### config.mk
export PLATFORM = sky130hd
export DESIGN_NAME = can_field_capture_notify
export DESIGN_NICKNAME = d
export VERILOG_FILES = /design/src/verilog/field_capture_pkg.sv /design/src/verilog/can_field_capture_notify.sv
export SDC_FILE = /design/constraint.sdc
export NUM_CORES = 1
export LEC_CHECK = 0
export BUFFER_PORTS_ARGS = -buffer_cell sky130_fd_sc_hd__buf_2
export CORE_MARGIN = 2
export CORE_UTILIZATION = 30
export CTS_BUF_LIST = sky130_fd_sc_hd__clkbuf_4
export DETAILED_ROUTE_END_ITERATION = 12
export GPL_TIMING_DRIVEN = 0
export SLEW_MARGIN = 30
export SYNTH_ARGS = -nofsm -noshare
export SYNTH_HDL_FRONTEND = slang
export SYNTH_SLANG_ARGS = --single-unit
### constraint.sdc
create_clock -name I_CLK -period 11.43 [get_ports I_CLK]
set_input_delay 1.7145 -clock I_CLK [delete_from_list [all_inputs] [get_ports I_CLK]]
set_output_delay 1.7145 -clock I_CLK [all_outputs]
set_load 0.03 [all_outputs]
### src/verilog/field_capture_pkg.sv
// Package: register map, field layout, timing and states of field capture
package field_capture_pkg;

  // ****************************************
  // Register byte addresses
  // ****************************************
  localparam logic [7:0] ADDR_SWITCH = 8'h00;
  localparam logic [7:0] ADDR_FIELD = 8'h04;
  localparam logic [7:0] ADDR_STATUS = 8'h08;
  localparam logic [7:0] ADDR_DATA_LO = 8'h0c;
  localparam logic [7:0] ADDR_DATA_HI = 8'h10;
  localparam logic [7:0] ADDR_CTRL = 8'h14;

  // ****************************************
  // Field positions and reset values
  // ****************************************
  localparam int FLD_START_LSB = 0;
  localparam int FLD_START_IDX = 7;
  localparam int FLD_WIDTH_LSB = 8;
  localparam int FLD_WIDTH_IDX = 15;
  localparam int FLD_COUNT_LSB = 16;
  localparam int FLD_TYPE_LSB = 20;
  localparam int FLD_DIGIT_C = 1;
  localparam int FLD_DIGIT_D = 0;
  localparam int CTRL_TRIG_BIT = 0;
  localparam int CTRL_RESTART_BIT = 1;
  localparam logic [15:0] SWITCH_RST = 16'h0000;
  localparam logic [31:0] FIELD_RST = 32'h0001_0801;

  // ****************************************
  // Encodings
  // ****************************************
  localparam logic [3:0] DIGIT_KEEP = 4'h9;
  localparam logic [3:0] DIGIT_ERR = 4'h9;
  localparam logic [3:0] MODE_PULSED = 4'h1;
  localparam logic [3:0] MODE_FAST = 4'h2;
  localparam logic [1:0] TYPE_RX_UINT = 2'h0;
  localparam logic [1:0] TYPE_RX_FIXED = 2'h1;
  localparam logic [1:0] TYPE_TX = 2'h2;
  localparam logic [1:0] TYPE_CFG = 2'h3;
  localparam logic [6:0] FIXED_WIDTH = 7'h20;
  localparam logic [3:0] TRIG_ADDR = 4'hf;
  localparam logic [1:0] RESP_OKAY = 2'h0;
  localparam logic [1:0] RESP_SLVERR = 2'h2;

  // ****************************************
  // Timing
  // ****************************************
  localparam int CLK_KHZ = 250000;
  localparam int T_HIGH_MS = 50;
  localparam int T_LOW_MS = 1;
  localparam int T_BLINK_MS = 50;
  localparam int T_BOOT_MS = 6000;
  localparam int HIGH_CYC = T_HIGH_MS * CLK_KHZ;
  localparam int LOW_CYC = T_LOW_MS * CLK_KHZ;
  localparam int BLINK_CYC = T_BLINK_MS * CLK_KHZ;
  localparam int BOOT_CYC = T_BOOT_MS * CLK_KHZ;

  typedef enum logic [2:0] {
    ST_BOOT,
    ST_IDLE,
    ST_PULSE,
    ST_WAIT_LOW,
    ST_FAST_HI,
    ST_FAST_LO
  } line_state_type;

endpackage : field_capture_pkg

### src/verilog/can_field_capture_notify.sv
// Field capture, group trigger freeze and data-ready line driver
//
// Operation
// - Switch readback returns stored digits; digit 9 marks an internal error.
// - Start pointer 1..64 selects field LSB, counted from right by default.
// - Indexed start pointer counts LSB position from the left instead.
// - Width 1..64; fixed-width data type forces its own width.
// - Indexed width marks the request for data-ready notification.
// - Each further value moves position by width: plus right, minus left.
// - Notification only for receive types, never transmit or config.
// - Interrupt stays pending until every marked new value is read.
// - Notification works only with mode digit 1 (pulsed) or 2 (fast).
// - Pulsed: idle released low; pending drives high 50 ms if line low.
// - Pulsed: after line high, wait 50 ms continuous low before driving.
// - Fast: raise at once on new data; lower once data is read or mode changes.
// - Fast: while unread, 1 ms low after every 50 ms high.
// - After power-up or restart, blink line at 50 ms for 6 s.
// - Group trigger copies latest capture to working buffer, then freezes.
// - In trigger mode, reads return frozen values from one instant.
// - Group trigger is broadcast on peripheral bus address 33 base 4.
// - Mode digit defaults to 0, notification off.
`timescale 1ns/1ps

module can_field_capture_notify
  import field_capture_pkg::*;
#(
  parameter int unsigned HIGH_CYCLES = HIGH_CYC,
  parameter int unsigned LOW_CYCLES = LOW_CYC,
  parameter int unsigned BLINK_CYCLES = BLINK_CYC,
  parameter int unsigned BOOT_CYCLES = BOOT_CYC
) (
  input wire logic I_CLK,
  input wire logic I_RESETN,
  input wire logic [7:0] I_AWADDR,
  input wire logic I_AWVALID,
  output logic O_AWREADY,
  input wire logic [31:0] I_WDATA,
  input wire logic [3:0] I_WSTRB,
  input wire logic I_WVALID,
  output logic O_WREADY,
  output logic [1:0] O_BRESP,
  output logic O_BVALID,
  input wire logic I_BREADY,
  input wire logic [7:0] I_ARADDR,
  input wire logic I_ARVALID,
  output logic O_ARREADY,
  output logic [31:0] O_RDATA,
  output logic [1:0] O_RRESP,
  output logic O_RVALID,
  input wire logic I_RREADY,
  input wire logic [63:0] I_CAN_DATA,
  input wire logic I_CAN_VALID,
  input wire logic [3:0] I_PBUS_ADDR,
  input wire logic I_PBUS_STROBE,
  input wire logic I_DRDY_I,
  output logic O_DRDY_O,
  output logic O_DRDY_OE_N
);

  // ****************************************
  // Declarations
  // ****************************************
  logic aw_have_q, w_have_q;
  logic [7:0] awaddr_q;
  logic [31:0] wdata_q;
  logic [3:0] wstrb_q;
  logic do_write, rd_take, rd_adv, restart_q;
  logic [15:0] switch_q;
  logic [31:0] field_q;
  logic trig_mode_q;
  logic [63:0] live_q, work_q;
  logic [3:0] idx_q;
  logic new_q;
  logic [3:0] pb_addr_meta_q, pb_addr_q;
  logic pb_stb_meta_q, pb_stb_q, pb_stb_old_q;
  logic drdy_meta_q, drdy_q;
  logic group_trig, work_load, notify_en, last_val;
  line_state_type state_q;
  logic [31:0] cnt_q, boot_q;
  logic [6:0] eff_width, lsb;
  logic [10:0] step;
  logic signed [11:0] pos;
  logic [63:0] mask, cur_value;
  logic [31:0] rd_word;
  logic [1:0] rd_resp;
  logic [3:0] mode;

  function automatic logic [31:0] merge(input logic [31:0] old_v,
                                        input logic [31:0] new_v,
                                        input logic [3:0] strb);
    logic [31:0] res;
    res = old_v;
    for (int b = 0; b < 4; b++) begin
      if (strb[b]) begin
        res[8*b +: 8] = new_v[8*b +: 8];
      end
    end
    return res;
  endfunction : merge

  // ****************************************
  // AXI4-Lite write channel
  // ****************************************
  assign do_write = aw_have_q && w_have_q && !O_BVALID;

  always_ff @(posedge I_CLK or negedge I_RESETN) begin
    if (!I_RESETN) begin
      aw_have_q <= 1'b0;
      w_have_q <= 1'b0;
      awaddr_q <= 8'h00;
      wdata_q <= 32'h0000_0000;
      wstrb_q <= 4'h0;
      O_AWREADY <= 1'b1;
      O_WREADY <= 1'b1;
      O_BVALID <= 1'b0;
      O_BRESP <= RESP_OKAY;
    end else begin
      if (I_AWVALID && O_AWREADY) begin
        aw_have_q <= 1'b1;
        awaddr_q <= I_AWADDR;
        O_AWREADY <= 1'b0;
      end
      if (I_WVALID && O_WREADY) begin
        w_have_q <= 1'b1;
        wdata_q <= I_WDATA;
        wstrb_q <= I_WSTRB;
        O_WREADY <= 1'b0;
      end
      if (do_write) begin
        O_BVALID <= 1'b1;
        case ({awaddr_q[7:2], 2'b00})
          ADDR_SWITCH, ADDR_FIELD, ADDR_CTRL: O_BRESP <= RESP_OKAY;
          default: O_BRESP <= RESP_SLVERR;
        endcase
      end
      if (O_BVALID && I_BREADY) begin
        O_BVALID <= 1'b0;
        aw_have_q <= 1'b0;
        w_have_q <= 1'b0;
        O_AWREADY <= 1'b1;
        O_WREADY <= 1'b1;
      end
    end
  end

  // ****************************************
  // Configuration registers
  // ****************************************
  always_ff @(posedge I_CLK or negedge I_RESETN) begin
    if (!I_RESETN) begin
      switch_q <= SWITCH_RST;
      field_q <= FIELD_RST;
      trig_mode_q <= 1'b0;
      restart_q <= 1'b0;
    end else begin
      restart_q <= 1'b0;
      if (restart_q) begin
        switch_q <= SWITCH_RST;
      end else if (do_write && {awaddr_q[7:2], 2'b00} == ADDR_SWITCH &&
                   wstrb_q[0] && wstrb_q[1]) begin
        for (int k = 0; k < 4; k++) begin
          // Keep code only meaningful for the mode and link digits
          if (wdata_q[4*k +: 4] == DIGIT_KEEP &&
              (k == FLD_DIGIT_C || k == FLD_DIGIT_D)) begin
            switch_q[4*k +: 4] <= switch_q[4*k +: 4];
          end else if (wdata_q[4*k +: 4] > 4'h9) begin
            switch_q[4*k +: 4] <= DIGIT_ERR;
          end else begin
            switch_q[4*k +: 4] <= wdata_q[4*k +: 4];
          end
        end
      end
      if (do_write && {awaddr_q[7:2], 2'b00} == ADDR_FIELD) begin
        field_q <= merge(field_q, wdata_q, wstrb_q);
      end
      if (do_write && {awaddr_q[7:2], 2'b00} == ADDR_CTRL && wstrb_q[0]) begin
        trig_mode_q <= wdata_q[CTRL_TRIG_BIT];
        restart_q <= wdata_q[CTRL_RESTART_BIT];
      end
    end
  end

  // ****************************************
  // AXI4-Lite read channel
  // ****************************************
  assign rd_take = I_ARVALID && O_ARREADY;
  assign rd_adv = rd_take && {I_ARADDR[7:2], 2'b00} == ADDR_DATA_LO;

  always_comb begin
    rd_resp = RESP_OKAY;
    case ({I_ARADDR[7:2], 2'b00})
      ADDR_SWITCH: rd_word = {16'h0000, switch_q};
      ADDR_FIELD: rd_word = field_q;
      ADDR_STATUS: rd_word = {27'h0, state_q == ST_BOOT, O_DRDY_O,
                              O_DRDY_OE_N, trig_mode_q, new_q};
      ADDR_DATA_LO: rd_word = cur_value[31:0];
      ADDR_DATA_HI: rd_word = cur_value[63:32];
      ADDR_CTRL: rd_word = {31'h0, trig_mode_q};
      default: begin
        rd_word = 32'h0000_0000;
        rd_resp = RESP_SLVERR;
      end
    endcase
  end

  always_ff @(posedge I_CLK or negedge I_RESETN) begin
    if (!I_RESETN) begin
      O_ARREADY <= 1'b1;
      O_RVALID <= 1'b0;
      O_RDATA <= 32'h0000_0000;
      O_RRESP <= RESP_OKAY;
    end else begin
      if (rd_take) begin
        O_ARREADY <= 1'b0;
        O_RVALID <= 1'b1;
        O_RDATA <= rd_word;
        O_RRESP <= rd_resp;
      end else if (O_RVALID && I_RREADY) begin
        O_RVALID <= 1'b0;
        O_ARREADY <= 1'b1;
      end
    end
  end

  // ****************************************
  // Pin synchronisers
  // ****************************************
  always_ff @(posedge I_CLK or negedge I_RESETN) begin
    if (!I_RESETN) begin
      pb_addr_meta_q <= 4'h0;
      pb_addr_q <= 4'h0;
      pb_stb_meta_q <= 1'b0;
      pb_stb_q <= 1'b0;
      pb_stb_old_q <= 1'b0;
      drdy_meta_q <= 1'b0;
      drdy_q <= 1'b0;
    end else begin
      pb_addr_meta_q <= I_PBUS_ADDR;
      pb_addr_q <= pb_addr_meta_q;
      pb_stb_meta_q <= I_PBUS_STROBE;
      pb_stb_q <= pb_stb_meta_q;
      pb_stb_old_q <= pb_stb_q;
      drdy_meta_q <= I_DRDY_I;
      drdy_q <= drdy_meta_q;
    end
  end

  assign group_trig = pb_stb_q && !pb_stb_old_q &&
                      pb_addr_q == TRIG_ADDR;

  // ****************************************
  // Capture and working buffers
  // ****************************************
  // Frozen mode only reloads at a trigger, so all reads share one instant
  assign work_load = trig_mode_q ? group_trig : I_CAN_VALID;

  always_ff @(posedge I_CLK or negedge I_RESETN) begin
    if (!I_RESETN) begin
      live_q <= 64'h0;
      work_q <= 64'h0;
    end else begin
      if (I_CAN_VALID) begin
        live_q <= I_CAN_DATA;
      end
      if (work_load) begin
        work_q <= trig_mode_q ? live_q : I_CAN_DATA;
      end
    end
  end

  // ****************************************
  // Field extraction
  // ****************************************
  always_comb begin
    eff_width = (field_q[FLD_TYPE_LSB +: 2] == TYPE_RX_FIXED) ?
                FIXED_WIDTH : field_q[FLD_WIDTH_LSB +: 7];
    step = {7'h00, idx_q} * {4'h0, eff_width};
    if (field_q[FLD_START_IDX]) begin
      pos = $signed({5'h00, field_q[FLD_START_LSB +: 7]}) -
            $signed({1'b0, step});
      lsb = 7'(12'sd64 - pos);
    end else begin
      pos = $signed({5'h00, field_q[FLD_START_LSB +: 7]}) +
            $signed({1'b0, step});
      lsb = 7'(pos - 12'sd1);
    end
    if (eff_width >= 7'd64) begin
      mask = {64{1'b1}};
    end else begin
      mask = (64'h1 << eff_width) - 64'h1;
    end
    if (pos >= 12'sd1 && pos <= 12'sd64) begin
      cur_value = (work_q >> lsb) & mask;
    end else begin
      cur_value = 64'h0;
    end
  end

  // ****************************************
  // Notification pending and value index
  // ****************************************
  assign notify_en = field_q[FLD_WIDTH_IDX] &&
                     (field_q[FLD_TYPE_LSB +: 2] == TYPE_RX_UINT ||
                      field_q[FLD_TYPE_LSB +: 2] == TYPE_RX_FIXED);
  assign last_val = ({1'b0, idx_q} + 5'h01) >=
                    {1'b0, field_q[FLD_COUNT_LSB +: 4]};

  always_ff @(posedge I_CLK or negedge I_RESETN) begin
    if (!I_RESETN) begin
      idx_q <= 4'h0;
      new_q <= 1'b0;
    end else begin
      if (do_write && {awaddr_q[7:2], 2'b00} == ADDR_FIELD) begin
        idx_q <= 4'h0;
      end else if (rd_adv) begin
        idx_q <= last_val ? 4'h0 : idx_q + 4'h1;
      end
      // New data wins over the clear caused by the last read
      if (work_load && notify_en) begin
        new_q <= 1'b1;
      end else if (rd_adv && last_val) begin
        new_q <= 1'b0;
      end
    end
  end

  // ****************************************
  // Data-ready line driver
  // ****************************************
  assign mode = switch_q[4*FLD_DIGIT_C +: 4];

  always_ff @(posedge I_CLK or negedge I_RESETN) begin
    if (!I_RESETN) begin
      state_q <= ST_BOOT;
      cnt_q <= 32'h0;
      boot_q <= 32'h0;
      O_DRDY_O <= 1'b1;
      O_DRDY_OE_N <= 1'b0;
    end else if (restart_q) begin
      state_q <= ST_BOOT;
      cnt_q <= 32'h0;
      boot_q <= 32'h0;
      O_DRDY_O <= 1'b1;
      O_DRDY_OE_N <= 1'b0;
    end else begin
      case (state_q)
        ST_BOOT: begin
          cnt_q <= cnt_q + 32'h1;
          boot_q <= boot_q + 32'h1;
          if (cnt_q == BLINK_CYCLES - 1) begin
            cnt_q <= 32'h0;
            O_DRDY_O <= !O_DRDY_O;
          end
          if (boot_q == BOOT_CYCLES - 1) begin
            state_q <= ST_IDLE;
            cnt_q <= 32'h0;
            O_DRDY_O <= 1'b0;
            O_DRDY_OE_N <= 1'b1;
          end
        end
        ST_IDLE: begin
          cnt_q <= 32'h0;
          O_DRDY_O <= 1'b0;
          O_DRDY_OE_N <= 1'b1;
          if (mode == MODE_PULSED && new_q) begin
            if (!drdy_q) begin
              state_q <= ST_PULSE;
              O_DRDY_O <= 1'b1;
              O_DRDY_OE_N <= 1'b0;
            end else begin
              state_q <= ST_WAIT_LOW;
            end
          end else if (mode == MODE_FAST && new_q) begin
            state_q <= ST_FAST_HI;
            O_DRDY_O <= 1'b1;
            O_DRDY_OE_N <= 1'b0;
          end
        end
        ST_PULSE: begin
          cnt_q <= cnt_q + 32'h1;
          if (cnt_q == HIGH_CYCLES - 1) begin
            state_q <= ST_WAIT_LOW;
            cnt_q <= 32'h0;
            O_DRDY_O <= 1'b0;
            O_DRDY_OE_N <= 1'b1;
          end
        end
        ST_WAIT_LOW: begin
          // Any high sample restarts the quiet period
          cnt_q <= drdy_q ? 32'h0 : cnt_q + 32'h1;
          if (!drdy_q && cnt_q == HIGH_CYCLES - 1) begin
            state_q <= ST_IDLE;
            cnt_q <= 32'h0;
          end
        end
        ST_FAST_HI, ST_FAST_LO: begin
          cnt_q <= cnt_q + 32'h1;
          if (!new_q || mode != MODE_FAST) begin
            state_q <= ST_IDLE;
            cnt_q <= 32'h0;
            O_DRDY_O <= 1'b0;
            O_DRDY_OE_N <= 1'b1;
          end else if (state_q == ST_FAST_HI &&
                       cnt_q == HIGH_CYCLES - 1) begin
            state_q <= ST_FAST_LO;
            cnt_q <= 32'h0;
            O_DRDY_O <= 1'b0;
          end else if (state_q == ST_FAST_LO &&
                       cnt_q == LOW_CYCLES - 1) begin
            state_q <= ST_FAST_HI;
            cnt_q <= 32'h0;
            O_DRDY_O <= 1'b1;
          end
        end
        default: begin
          state_q <= ST_IDLE;
          cnt_q <= 32'h0;
          O_DRDY_O <= 1'b0;
          O_DRDY_OE_N <= 1'b1;
        end
      endcase
    end
  end

endmodule : can_field_capture_notify

==> results of run 1 <==
[logic make-up (layout without fill, tap and decap cells)]
family	after synthesis	after routing	share of synthesized area [%]
muxes	424	424	19.3
other	1	5	0.0161
xor gates and xnor gates	94	94	3.57
DFF	348	348	37.5
AOI/OAI and AO/OA	536	536	15.2
buffers and inverters	225	560	4.14
and+or+nand+nor	819	819	17.2
adders and majority gates	51	51	3.13
[power breakdown]
group / internal, mW / leakage (nW) / switching (mW)
clock: 0.609 / 0.726 / 0.538
combinational: 1.93 / 6.20 / 3.85
sequential: 1.49 / 4.42 / 0.243
total: 4.03 / 11.3 / 4.63
[critical path, cell delays in order, from the launching register on]
cell and delay (ns):
dfrtp_1 0.48, nand2b_1 0.14, clkbuf_1 0.46, clkbuf_1 0.49, and2_1 0.25, clkbuf_1 0.65
nand2_1 0.16, fa_1 0.49, fa_1 0.55, inv_1 0.07, fa_1 0.46, xor2_1 0.20
ha_1 0.41, inv_1 0.18, a211o_1 0.34, nor3_1 0.47, a211oi_1 0.13, nor3_1 0.46
or2_1 0.17, buf_2 0.25, buf_1 0.59, a31oi_1 0.48, a31o_2 0.37
[layer usage]
metal,share of wire (%),up-vias,global-route usage (%)
met1,44,10600,29.1
li1,-,9715,-
met3,7.6,186,4.15
met5,0.012,-,0
met2,45,904,33.4
met4,3.6,2,8.51
[state kept, by name, summed over array words and instances, names as in the netlist, 3 cells and up]
register        cells
O_RDATA            32
awaddr_q            6
boot_q             32
cnt_q              32
field_q            32
idx_q               4
live_q             64
pb_addr_meta_q      4
pb_addr_q           4
state_q             3
switch_q           16
wdata_q            32
work_q             64
wstrb_q             4
[final cells by class]
cell class	count	area share, %
plain buffers	160	2.69
clock buffers	142	3.98
well taps	1040	4.86
multi-input cells	1926	50.9
diodes	3	0.0280
flip-flops and latches	348	32.5
clock inverters	22	0.570
inverters	65	0.910
repair buffers	171	3.57
[metrics by stage]
step                area (µm²)  util [%]  hold slack, ns  power, mW  instances
CTS                      26800      34.7           0.337       8.43       3874
detailed placement       25500      33.1           0.335       7.25       3710
floorplan                23300         -           0.331       5.35       2499
global route             26800      34.8           0.338       9.00       3875
finish                   26800      34.8           0.338       8.66       3877
global placement         25400      33.0           0.333       7.26       3705
[path summary, 6_finish.rpt]
path / end / slack [ns] / cells after the start
setup reg to reg: O_RDATA[30]$_DFFE_PN0P_ / 3.03 / 22
hold reg to reg: pb_addr_q[2]$_DFF_PN0_ / 0.34 / 0
setup / recovery: O_RDATA[30]$_DFFE_PN0P_ / 3.03 / 22
min in group asynchronous: boot_q[19]$_DFFE_PN0P_ / 0.73 / 1
hold / removal: pb_addr_q[2]$_DFF_PN0_ / 0.34 / 0
max in group asynchronous: live_q[12]$_DFFE_PN0P_ / 9.38 / 3
[cells in the final DEF, fill, tap and decap left out, types with 11 or more instances in the layout]
master	count
a211o_1	15
a211oi_1	19
a21o_1	12
a21oi_1	94
a22o_1	12
a22oi_1	23
a311oi_1	11
a31oi_1	24
and2_1	11
and3_1	53
buf_1	12
buf_2	202
clkbuf_1	97
clkbuf_4	142
clkinv_1	13
dfrtp_1	341
fa_1	12
ha_1	39
inv_1	65
mux2_2	158
mux2i_1	261
nand2_1	241
nand2b_1	25
nand3_1	105
nand4_1	24
nor2_1	189
nor2b_1	11
nor3_1	54
nor4_1	23
o211ai_1	25
o21ai_0	178
o31ai_1	14
or3_1	16
xnor2_1	47
xor2_1	46
==> key figures, run 1 <==
Layout
  • Reg area: 8720 µm²
  • Fillers: 8101
  • Area delta synth->final: 15.2%
  • Layout cells sized above 1: 20.5%
  • Final net count: 2946
  • Multi-input gate area: 13600 µm²

Yosys
  • Largest cells by area after synthesis: dfrtp_1, mux2i_1, mux2_2
  • Asr flop ratio synth: 100%
  • Most common library cells after synthesis: dfrtp_1, mux2i_1, nand2_1
  • Yosys warns: 0
  • Synth area leader: dfrtp_1
  • Sequential-to-total area share from yosys stat: 37.5%
  • Ys flop type: dfrtp_1
  • Area of the mapped netlist: 23300 µm²
  • Post-synth EDFFs: 0
  • Gate Count Post-Synth: 2498
  • Synth top area share: 36.7%
  • Post-synthesis cell type count: 92
  • FF+latch count, synth: 348
  • Most frequent cell after synthesis: dfrtp_1
  • Syn Area/Cell: 9.31 µm²

Setup path
  • CP Launch Type: register
  • CP Capture Type: register
  • Worst setup startpoint: field_q[21]$_DFFE_PN0P_
  • Crit path max fanout: 10
  • WS Path Type: register to register
  • CP arrival: 9.10 ns
  • R2r startpoint: field_q[21]$_DFFE_PN0P_
  • CP Data Required Time: 12.13 ns

Timing
  • Min Tclk post-route: 8.40 ns
  • Unrepaired setup endpoints after global routing: false
  • Actual slew at the worst max-slew pin: 1.09 ns
  • Fmax: 119 MHz
  • Relative slew slack: 26.3%
  • Worst Skew: 0.0796 ns
  • Post-route setup slack: 3.03 ns
  • Fin crit share: 73.5%
  • Endpoints failing setup: 0
  • Final Max Tran Viols: 0
  • Endpoints failing hold: 0
  • Post-route setup TNS: 0 ns

Power and ir drop
  • Leak Pwr: 11.3 nW
  • Worst vdd ir: 0.188 mV
  • Pwr per Cell Area: 323 nW/µm²

Flow run
  • Max-cap violations: 0

Global routing
  • Pin count of the biggest net entering global routing: 85
  • First-pass GRT wire length: 130 mm
  • Overflow after GRT: 0
  • GRT Total Usage: 21.4%
  • Initial antenna violation count: 4
  • Number of global-route vias before repair: 20800

Die
  • DIE AREA: 79800 µm²
  • Core footprint: 77100 µm²
  • Die Y: 282 µm
  • Initial Util: 30.2%
  • I/O pin count: 173
  • Row cnt: 102
  • Die X: 282 µm

Drt
  • Routed wire per std cell: 22.3 µm
  • Final ANT Viol Nets: 0
  • Initial drt markers: 2020
  • Via count: 21400
  • Drt total wl: 86.3 mm
  • Via/cell ratio: 5.52
  • Residual DRC: 0
  • DRT Pass-1 Iters: 7

Clocking
  • Cts repair resizes: 0
  • Clock transition at the registers of the reported paths: 0.06 ns
  • Number of buffers created by CTS: 93
  • Clock root buffer: clkbuf_4
  • Clk_lat worst skew: 0.88 ns
  • Post CTS Setup Buffer Count: 0
  • Clk sinks: 348
  • Hold buffers post-CTS: 0
  • H-tree depth: 3
  • Clock Path Buffers: 3
  • CTS tree: yes

Place
  • Dpl hpwl: 67.2 mm
  • Setup WS pre-CTS: 3.39 ns
  • Final GP Congestion: 1.00
  • Port bufs: 166

Worst hold path
  • Hold Path Class: register to register
  • Hold path startpoint: pb_addr_meta_q[2]$_DFF_PN0_

Status
  • Status: completed
No activity file was read; power rests on OpenSTA's default activity.
==> run 2: changes to the inputs <==
- clock period: 11.43 -> 7.5 ns (I/O delays scaled with it)
==> key figures, run 2 (synthesized netlist as in run 1, its figures left out) <==
Global routing
  • First-pass GRT wire length: 130 mm (about the same)
  • Number of global-route vias before repair: 20800 (+0.18%)
  • GRT Total Usage: 21.4% (about the same)
  • Initial antenna violation count: 6 (+2)
  • Overflow after GRT: 0 (unchanged)
  • Pin count of the biggest net entering global routing: 85 (unchanged)

Clocking
  • Clk sinks: 348 (unchanged)
  • Clock transition at the registers of the reported paths: 0.07 ns (about the same)
  • Clk_lat worst skew: 0.90 ns (+0.02 ns)
  • Clock root buffer: clkbuf_4
  • H-tree depth: 3 (unchanged)
  • Number of buffers created by CTS: 93 (unchanged)
  • Hold buffers post-CTS: 0 (unchanged)
  • Clock Path Buffers: 3 (unchanged)
  • CTS tree: yes

Setup path
  • CP Data Required Time: 8.24 ns (-3.89 ns)
  • Critical path, cell by cell: clkbuf_1 > clkbuf_1 > nand3_1 > fa_1 > fa_1 > inv_1 > fa_1 > xor2_1 > ha_1 > inv_1 > a211o_1 > o21a_1 > nor4b_1 > o32ai_1 > o21bai_1 > nor3_1 > buf_2 > nand2_1 > o31ai_2
  • CP peak stage delay: 0.59 ns (-0.06 ns)
  • Critical-path top delay cell: clkbuf_1
  • Crit path max fanout: 10 (unchanged)
  • Worst Reg-to-Reg Cells: 19 (-14%)
  • Worst path most repeated cell: fa_1
  • CP arrival: 7.90 ns (-1.20 ns)
  • R2r endpoint: O_RDATA[7]$_DFFE_PN0P_
  • R2r setup slk: 0.34 ns (-2.70 ns)
  • CP Launch Type: register
  • CP Capture Type: register
  • R2r startpoint: field_q[8]$_DFFE_PN0P_
  • WS Path Type: register to register

Die
  • I/O pin count: 173 (unchanged)
  • Row cnt: 102 (unchanged)
  • Die X: 282 µm (unchanged)
  • Core footprint: 77100 µm² (unchanged)
  • DIE AREA: 79800 µm² (unchanged)
  • Die Y: 282 µm (unchanged)
  • Initial Util: 30.2% (unchanged)

Timing
  • Endpoints failing setup: 0 (unchanged)
  • Hold_ws: 0.123 ns (-0.215 ns)
  • Worst Skew: 0.0776 ns (-0.00209 ns)
  • Fin crit share: 95.5% (+22 points)
  • Fmax: 140 MHz (+17%)
  • Actual slew at the worst max-slew pin: 1.02 ns (-0.0729 ns)
  • Post-route setup TNS: 0 ns (unchanged)
  • Min Tclk post-route: 7.16 ns (-1.23 ns)
  • Relative slew slack: 31.3% (+4.9 points)
  • Endpoints failing hold: 0 (unchanged)
  • Final Max Tran Viols: 0 (unchanged)

Power and ir drop
  • Pwr per Cell Area: 493 nW/µm² (+52%)
  • Worst vdd ir: 0.284 mV (+51%)
  • Leak Pwr: 11.4 nW (+0.28%)

Drt
  • Residual DRC: 0 (unchanged)
  • Drt total wl: 86.5 mm (+0.15%)
  • Routed wire per std cell: 22.3 µm (+0.22%)
  • Via/cell ratio: 5.51 (-0.13%)
  • Via count: 21400 (-0.21%)
  • Initial drt markers: 2019 (-0.050%)
  • Final ANT Viol Nets: 0 (unchanged)
  • DRT Pass-1 Iters: 6 (-1)

Layout
  • Area delta synth->final: 15.5%
  • Top Registers: live_q: 64 flops, work_q: 64 flops
  • Most frequent cells in the layout: dfrtp_1, mux2i_1, nand2_1
  • Layout cells sized above 1: 21.2% (+0.73 points)
  • Post-route design area: 26900 µm² (+0.24%)
  • Util after Layout: 34.8% (+0.084 points)
  • Final net count: 2943 (-0.10%)
  • Most common cell after layout, fill and taps aside: dfrtp_1
  • Final Non-Filler Cells: 3874 (-0.077%)

Place
  • Inst Count DP: 3710 (unchanged)
  • Final GP Congestion: 1.00 (unchanged)
  • Port bufs: 166 (unchanged)
  • Dpl hpwl: 67.2 mm (unchanged)
  • Placed Area: 25500 µm² (unchanged)

Status
  • Status: completed

Worst hold path
  • Hold Path Class: input port to asynchronous set/reset pin

Flow run
  • Max-cap violations: 0 (unchanged)
## run 2: cell types whose count changed in the layout (fill, tap and decap cells not counted), moves of 2 or more
cell,change
clkbuf_1,-12
clkbuf_2,+8
o31ai_1,-2
o31ai_2,+2
## run 2: repair_timing
| item | CTS | global route |
|---|---|---|
| gates resized for setup | 9 | 21 |
| pin swaps | 0 | 1 |
| setup buffers | 0 | 1 |
| setup endpoints to repair | 31 | 31 |
## run 2: cell type report
cell class	count	area, µm²
antenna	3	7.51
timing repair buffer	172	963
clock inverter	22	153
fill	8101	50200
inverter	65	244
tap	1040	1300
multi-input combinational	1926	13700
buffer	156	717
clock buffer	142	1070
sequential	348	8720
## run 2: routing by layer
metal | global-route usage, % | routed length (µm)
met5 | 0 | 27
met4 | 9.29 | 3520
met3 | 4.22 | 6370
met2 | 33.1 | 38900
met1 | 29.0 | 37700
## run 2: through the flow
stage	power (mW)	worst slack, ns
finish	13.2	0.337
global route	13.8	-0.00530
CTS	12.9	0.0104
detailed placement	11.0	-0.537
global placement	11.1	-1.76
floorplan	8.15	1.44
## run 2: worst max-delay path by stage
stage | start | endpoint | slack, ns | depth (start not counted)
finish | field_q[8]$_DFFE_PN0P_ | O_RDATA[7]$_DFFE_PN0P_ | 0.34 | 19
global route | field_q[21]$_DFFE_PN0P_ | O_RDATA[7]$_DFFE_PN0P_ | -0.005 | 24
CTS | field_q[9]$_DFFE_PN0P_ | O_RDATA[31]$_DFFE_PN0P_ | 0.01 | 21
detailed placement | field_q[21]$_DFFE_PN0P_ | O_RDATA[30]$_DFFE_PN0P_ | -0.54 | 22
global placement | I_RESETN | work_q[23]$_DFFE_PN0P_ | -1.76 | 1
floorplan | field_q[21]$_DFFE_PN0P_ | O_RDATA[4]$_DFFE_PN0P_ | 1.44 | 26
## run 2: critical path, delay by kind of cell (launching register included)
kind	cells	cell delay (ns)
AO/OA/AOI/OAI	5	1.47
AND/OR/NAND/NOR	4	1.22
adder cells (fa/ha/maj)	4	1.98
XOR/XNOR	1	0.20
buffers and inverters	5	1.63
flip-flops	1	0.48
## run 2: power by group
| group | internal, mW | switching [mW] |
|---|---|---|
| logic | 2.97 | 5.88 |
| clock network | 0.929 | 0.823 |
| registers | 2.27 | 0.373 |
